$ cat src/pkg/ccrr_pkg.sv
// Purpose: Shared constants and types for core clock ratio and reset sequencing
// Assumes: One system clock at 250 MHz, synchronous active-low chip reset
// Notes:   Multipliers are the core clock to system clock factors per strap code
package ccrr_pkg;

   // ----------------------------------------
   // Timing
   // ----------------------------------------
   localparam int SYS_CLK_MHZ = 250;              // System clock rate
   localparam int PLL_SETTLE_NS = 100;            // Least settle time after lock
   localparam int SETTLE_CYC =
      (PLL_SETTLE_NS * SYS_CLK_MHZ + 999) / 1000; // Rounded up to whole cycles
   localparam int CNT_W = 5;                      // Settle counter width

   // ----------------------------------------
   // Strap codes and multipliers
   // ----------------------------------------
   localparam logic [2:0] CODE_X4 = 3'h0;         // Default code
   localparam logic [2:0] CODE_X5 = 3'h1;
   localparam logic [2:0] CODE_X6 = 3'h2;
   localparam logic [2:0] CODE_X7 = 3'h3;
   localparam logic [2:0] CODE_X8 = 3'h4;
   localparam logic [2:0] CODE_X10 = 3'h5;
   localparam logic [2:0] CODE_X12 = 3'h6;
   localparam logic [2:0] CODE_RSVD = 3'h7;       // Reserved code
   localparam logic [3:0] MULT_4 = 4'h4;
   localparam logic [3:0] MULT_5 = 4'h5;
   localparam logic [3:0] MULT_6 = 4'h6;
   localparam logic [3:0] MULT_7 = 4'h7;
   localparam logic [3:0] MULT_8 = 4'h8;
   localparam logic [3:0] MULT_10 = 4'hA;
   localparam logic [3:0] MULT_12 = 4'hC;
   localparam logic [3:0] MULT_RST = MULT_4;      // Value before first capture

   // ----------------------------------------
   // Types
   // ----------------------------------------
   typedef struct packed
   {
      logic [2:0] code;                           // Captured strap code
      logic [3:0] mult;                           // Decoded multiplier
      logic rsvd;                                 // Reserved code seen
   } ccrr_cfg_type;

   localparam ccrr_cfg_type CFG_RST = '{code: CODE_X4, mult: MULT_RST, rsvd: 1'b0};

   typedef enum logic [3:0]
   {
      ST_RESET = 4'h1,                            // Held in reset, idle
      ST_LOCK = 4'h2,                             // Waiting for PLL lock and settle
      ST_RUN = 4'h4,                              // Core executing
      ST_HALT = 4'h8                              // Halted for debug transfer
   } ccrr_state_type;

endpackage

$ cat src/ccrr_core.sv
// Purpose: Core clock ratio capture, reset sequencing, pad release and debug halt
// Assumes: Reset pin, PLL lock and DRAM power-on inputs arrive asynchronously
// Notes:   The PLL itself is analogue; this block programs and supervises it
`timescale 1ns/1ps

// Contract
// RULE1: Core clock is n times system clock; 000 gives 4
// RULE2: Decode codes 001-110 to 5,6,7,8,10,12; 111 reserved
// RULE3: Straps change only during reset, tied static
// RULE4: One instruction per core clock cycle
// RULE5: Reset returns state to known, execution idle
// RULE6: Reset held asserted a type-dependent minimum time; code has no timer, leaves reset when pin rises
// RULE7: Drive reset-done output when sequence finishes
// RULE8: DRAM power-on reset from reset-done loopback
// RULE9: Synchronise every asynchronous input before use
// RULE10: All outputs high impedance during reset
// RULE11: Outputs may float during normal operation too
// RULE12: Halt during debug transfer, resume full speed
// RULE13: Core clock made by PLL from system clock
// RULE14: System clock at most quarter core clock
// RULE15: Capture straps in reset, hold until next
module ccrr_core
   import ccrr_pkg::*;
(
   input wire logic i_sys_clk,               // System clock, 250 MHz
   input wire logic i_rst_b,                 // Synchronous chip reset, active low
   input wire logic i_rst_in_b,              // Reset pin, asynchronous, active low
   input wire logic [2:0] i_core_ratio_straps, // Ratio strap pins
   input wire logic i_pll_locked_async,      // PLL lock indication, asynchronous
   input wire logic i_por_in_b,              // DRAM power-on reset pin, async, low
   input wire logic i_dbg_xfer,              // Debug port transfer in progress
   input wire logic i_pad_release,           // Request to float outputs in run
   output logic [3:0] o_core_mult,           // PLL feedback multiplier
   output logic o_pll_en,                    // PLL enable
   output logic [3:0] o_instr_per_sclk,      // Instructions per system clock
   output logic o_ratio_bad,                 // Reserved strap code captured
   output logic o_core_run,                  // Core may execute
   output logic o_rst_done_b,                // Reset complete pin, low in reset
   output logic o_dram_rst_b,                // DRAM reset, low while in reset
   output logic o_pad_oe                     // Output pad enable, high drives
);

   // ----------------------------------------
   // Synchronisers
   // ----------------------------------------
   logic [2:0] sync1_q;                      // First stage, read only by stage two
   logic [2:0] sync2_q;                      // Second stage, safe to use
   logic [2:0] sync1_d;
   logic [2:0] sync2_d;
   logic rst_pin_act;                        // Reset pin asserted, synchronised
   logic pll_lock;                           // Lock, synchronised
   logic por_ok;                             // DRAM power-on released

   // Both stages move every edge; stage one feeds only stage two
   // Costs two cycles of latency on every pin, which the sequencer absorbs
   always_comb
   begin
      sync1_d = {i_por_in_b, i_pll_locked_async, i_rst_in_b}; // [RULE9]
      sync2_d = sync1_q;                                      // [RULE9]
   end

   // Register the chains; chip reset forces reset asserted
   always_ff @(posedge i_sys_clk)
   begin
      if (!i_rst_b)
      begin
         sync1_q <= 3'h0;
         sync2_q <= 3'h0;
      end
      else
      begin
         sync1_q <= sync1_d;
         sync2_q <= sync2_d;
      end
   end

   assign rst_pin_act = !sync2_q[0];
   assign pll_lock = sync2_q[1];
   assign por_ok = sync2_q[2];

   // ----------------------------------------
   // Strap capture and decode
   // ----------------------------------------
   ccrr_cfg_type cfg_q;                      // Held ratio configuration
   ccrr_cfg_type cfg_d;

   // Straps are static by board wiring, so they are sampled directly; they
   // are only looked at while reset is held and then frozen until the next
   always_comb
   begin
      cfg_d = cfg_q;
      if (rst_pin_act)                                        // [RULE15] [RULE3]
      begin
         cfg_d.code = i_core_ratio_straps;
         cfg_d.rsvd = 1'b0;
         case (i_core_ratio_straps)                           // [RULE1] [RULE2]
            CODE_X4: cfg_d.mult = MULT_4;
            CODE_X5: cfg_d.mult = MULT_5;
            CODE_X6: cfg_d.mult = MULT_6;
            CODE_X7: cfg_d.mult = MULT_7;
            CODE_X8: cfg_d.mult = MULT_8;
            CODE_X10: cfg_d.mult = MULT_10;
            CODE_X12: cfg_d.mult = MULT_12;
            default:
            begin
               // Reserved: fall back to the default ratio and flag it
               cfg_d.mult = MULT_4;
               cfg_d.rsvd = 1'b1;
            end
         endcase
      end
   end

   // Hold the captured configuration
   always_ff @(posedge i_sys_clk)
   begin
      if (!i_rst_b)
      begin
         cfg_q <= CFG_RST;
      end
      else
      begin
         cfg_q <= cfg_d;
      end
   end

   // ----------------------------------------
   // Reset sequencer
   // ----------------------------------------
   ccrr_state_type state_q;                  // Sequencer state
   ccrr_state_type state_d;
   logic [CNT_W-1:0] cnt_q;                  // Settle counter
   logic [CNT_W-1:0] cnt_d;
   logic done_q;                             // Reset-done level
   logic done_d;
   logic oe_q;                               // Pad enable
   logic oe_d;

   // Reset wins over everything; lock must hold through the settle time
   always_comb
   begin
      state_d = state_q;
      cnt_d = cnt_q;
      done_d = done_q;
      case (state_q)
         ST_RESET:
         begin
            cnt_d = '0;
            done_d = 1'b0;
            if (!rst_pin_act)
            begin
               state_d = ST_LOCK;
            end
         end
         ST_LOCK:
         begin
            // Lock loss restarts the settle wait
            if (!pll_lock)                                    // [RULE13]
            begin
               cnt_d = '0;
            end
            else if (cnt_q == CNT_W'(SETTLE_CYC - 1))
            begin
               state_d = ST_RUN;
               done_d = 1'b1;                                 // [RULE7]
            end
            else
            begin
               cnt_d = cnt_q + CNT_W'(1);
            end
         end
         ST_RUN:
         begin
            if (i_dbg_xfer)                                   // [RULE12]
            begin
               state_d = ST_HALT;
            end
         end
         ST_HALT:
         begin
            // Core timing untouched; PLL keeps running, so resume is at speed
            if (!i_dbg_xfer)                                  // [RULE12]
            begin
               state_d = ST_RUN;
            end
         end
         default:
         begin
            state_d = ST_RESET;
            cnt_d = '0;
            done_d = 1'b0;
         end
      endcase
      if (rst_pin_act)                                        // [RULE5]
      begin
         state_d = ST_RESET;
         cnt_d = '0;
         done_d = 1'b0;
      end
      // Pads float until reset-done rises and whenever release is asked for;
      // tying enable to the done level keeps the pins quiet through PLL settle,
      // so no half-configured value ever reaches the board
      oe_d = done_d && !i_pad_release;                        // [RULE10] [RULE11]
   end

   // Register sequencer state
   always_ff @(posedge i_sys_clk)
   begin
      if (!i_rst_b)
      begin
         state_q <= ST_RESET;
         cnt_q <= '0;
         done_q <= 1'b0;
         oe_q <= 1'b0;
      end
      else
      begin
         state_q <= state_d;
         cnt_q <= cnt_d;
         done_q <= done_d;
         oe_q <= oe_d;
      end
   end

   // ----------------------------------------
   // Outputs
   // ----------------------------------------
   assign o_core_mult = cfg_q.mult;                           // [RULE1] [RULE13]
   assign o_pll_en = (state_q != ST_RESET);
   assign o_instr_per_sclk = (state_q == ST_RUN) ? cfg_q.mult : 4'h0; // [RULE4]
   assign o_ratio_bad = cfg_q.rsvd;
   assign o_core_run = (state_q == ST_RUN);
   assign o_rst_done_b = done_q;
   // DRAM leaves reset only once the looped-back pin says so
   assign o_dram_rst_b = por_ok;                              // [RULE8]
   assign o_pad_oe = oe_q;
endmodule

$ cat config.mk
export PLATFORM = sky130hd
export DESIGN_NAME = ccrr_core
export DESIGN_NICKNAME = d
export VERILOG_FILES = /design/src/pkg/ccrr_pkg.sv /design/src/ccrr_core.sv
export SDC_FILE = /design/constraint.sdc
export NUM_CORES = 1
export LEC_CHECK = 0
export BUFFER_PORTS_ARGS = -buffer_cell sky130_fd_sc_hd__buf_2
export CAP_MARGIN = 10
export CORE_MARGIN = 3
export CORE_UTILIZATION = 50
export DETAILED_ROUTE_END_ITERATION = 8
export GPL_TIMING_DRIVEN = 0
export PLACE_DENSITY = 0.75
export SLEW_MARGIN = 0
export SYNTH_ARGS = -nofsm -noshare
export SYNTH_HDL_FRONTEND = slang
export SYNTH_SLANG_ARGS = --single-unit
$ cat constraint.sdc
create_clock -name i_sys_clk -period 2.1 [get_ports i_sys_clk]
set_input_delay 0.42 -clock i_sys_clk [delete_from_list [all_inputs] [get_ports i_sys_clk]]
set_output_delay 0.42 -clock i_sys_clk [all_outputs]
set_load 0.005 [all_outputs]
==> out/results.tsv <==
stage	metric	value	unit
floorplan	Die Span X	50.4	µm
sta	Max Fclk	530	MHz
floorplan	die area	2540	µm²
global_route	All-Layer GR Usage	17.4	%
drt	post-route ant nets	0	
layout	ratio of cells with drive above 1 in the final layout	25.2	%
synth	synth warn	0	
clock_tree	Post-CTS Setup Bufs	0	
drt	WL final	1900	µm
layout	final net count	152	
worst_hold_path	worst hold path depth	2	
worst_hold_path	hold crit path type	input pin to flip-flop	
power_and_ir_drop	cell leakage power	0.477	nW
setup_path	delay-heaviest family, CP	simple AND/OR/NAND/NOR gates	
power_and_ir_drop	worst vdd ir	504	µV
sta	setup_tns	0	ns
setup_path	Critical Path AT	1.47	ns
synth	synth top area cells	dfxtp_1 45%, and2_1 6.4%, nand2_1 4.6%	
global_route	antenna violations before repair	0	
power_and_ir_drop	pwr dens	604	nW/µm²
drt	drt initial violations	12	
drt	drt wl/cell	11.6	µm
synth	syn nets	124	
synth	register area share after synthesis	44.8	%
drt	DRC Markers	0	
clock_tree	clock buffer depth	2	
setup_path	worst path required time	1.68	ns
clock_tree	Post-CTS Hold Buffers	0	
clock_tree	Skew-Pair Late Insertion Delay	0.30	ns
synth	Synth Cell Area	983	µm²
synth	Syn Area/Cell	8.78	µm²
clock_tree	post-CTS resize count	1	
status	status	finished, final reports clean	
setup_path	CP Depth	4	
setup_path	critical path's largest stage delay	0.40	ns
setup_path	Worst path slowest cell	nor4b_2	
clock_tree	H-tree depth	1	
floorplan	starting density of the core	55.2	%
setup_path	crit path buf inv count	2	
sta	Min Clock Period, post-route	1.89	ns
setup_path	CP Launch Type	flip-flop	
sta	actual slew at the worst max-slew pin	0.403	ns
floorplan	Core ar.	1780	µm²
setup_path	crit path kind	flip-flop to output port	
global_route	GRT overflow	0	
floorplan	IO Pins	24	
setup_path	CP endpoint kind	output port	
layout	# diodes	0	
drt	routed vias/inst	5.26	
sta	period utilization	89.8	%
setup_path	CP cell instances	buf_4 -> nor4b_2 -> and2_1 -> buf_2	
synth	top_reg_cell synth	dfxtp_1	
synth	leading area contributor after synthesis	dfxtp_1	
clock_tree	CTS tree	yes	
synth	asr flop ratio synth	0	%
placed_design	port buffer count	23	
global_route	first-pass GRT wire length	3370	µm
sta	Slew Limit Fails	0	
job	Max Cap Viol	0	
drt	vias	862	
sta	worst rel slew slack	73.1	%
sta	RSZ-0062 raised after global routing	false	
floorplan	row count	15	
placed_design	HPWL Detailed	1430	µm
clock_tree	Sinks on Clock Net	22	
sta	Final setup viols	0	
placed_design	Routability Congestion	0.885	
global_route	number of global-route vias before repair	815	
synth	post-synthesis cell type count	36	
sta	skew final	0.00308	ns
synth	EDFF count, synth	0	
setup_path	flop-to-flop setup slack	0.49	ns
clock_tree	Clock Tree Root	clkbuf_4	
synth	Commonest cells post-synth	22 x dfxtp_1, 12 x nand2_1, 10 x and2_1	
setup_path	Reg2Reg Depth	5	
global_route	largest net degree at the start of global routing	13	
layout	Synth-to-Final Area Change	19.2	%
clock_tree	CTS buffer count	3	
synth	top-area cell type share of the netlist area	44.8	%
synth	post-synthesis register bit count	22	
layout	fillers	155	
floorplan	die height	50.4	µm
sta	Hold Vio Cnt, Final	0	
synth	Syn Inst Count	112	
setup_path	Max Fanout on Critical Path	10	
drt	DRT Pass-1 Iters	4	
power_and_ir_drop	Overall Power	0.000708	W
clock_tree	Worst-path clk slew	0.12	ns
synth	most frequent cell after synthesis	dfxtp_1	
==> cells in the final DEF, fill, tap and decap left out, drive strengths merged, types with 3 or more instances in the layout <==
cell type / n
a21oi: 4
and2: 10
buf: 26
clkbuf: 6
dfxtp: 22
inv: 3
nand2: 12
nand3: 4
nor2: 10
nor2b: 6
nor3: 4
o21ai: 4
==> worst reg2reg max path: stages (launching register included) <==
cell and delay [ns]:
dfxtp_1 0.31, buf_2 0.16, or3b_4 0.44, nor4_4 0.34, nor2_2 0.11, a31oi_1 0.18
==> sequential cells by signal, summed over array words and instances, names as in the netlist <==
register,cells
o_rst_done_b,1
o_pad_oe,1
sync2_q,3
state_q,4
sync1_q,3
o_ratio_bad,1
o_core_mult,4
cnt_q,5
==> metrics by stage <==
step                utilization, %  area [µm²]  cells  hold slack, ns  setup WS, ns
global placement              63.4        1130    160           0.414         0.339
detailed placement            63.4        1130    160           0.419         0.347
global route                  65.8        1170    164           0.253        0.0620
CTS                           65.8        1170    164           0.256         0.198
finish                        65.8        1170    164           0.262         0.214
floorplan                        -         983    112           0.412         0.521
==> cell type report <==
class,count,area [µm²],share of cell area [%]
Multi-Input combinational cell,82,513,43.8
Sequential cell,22,440,37.6
Timing Repair Buffer,23,115,9.82
Clock buffer,4,36.3,3.09
Tap cell,25,31.3,2.67
Buffer,5,25.0,2.13
Inverter,3,11.3,0.961
==> worst paths after layout <==
kind,startpoint,to
worst max-delay path,state_q[1],o_instr_per_sclk[2]
worst min-delay path,i_pad_release,o_pad_oe
worst max register to register,state_q[2],cnt_q[3]
worst min register to register,sync1_q[0],sync2_q[0]
==> report_power, final <==
| group | internal, W | switching [W] | total [W] |
|---|---|---|---|
| Sequential | 0.000428 | 0.00000533 | 0.000433 |
| Clock | 0.000106 | 0.000121 | 0.000227 |
| Combinational | 0.0000243 | 0.0000237 | 0.0000480 |
==> logic make-up after synthesis <==
kind of cell,synth area share [%]
adder cells (fa/ha/maj),2.54
AO/OA/AOI/OAI,9.42
buffers and inverters,3.69
XOR/XNOR,0.891
flip-flops,44.8
multiplexers,1.02
AND/OR/NAND/NOR,37.7
==> metal layers <==
metal / vias to the layer above / track usage, % / wire length (µm)
met4: 0 / 9.87 / 38
met2: 17 / 29.1 / 917
met5: - / 0 / 0
met3: 4 / 2.67 / 69
li1: 443 / - / -
met1: 398 / 20.9 / 874
(Power assumes the default switching activity.)
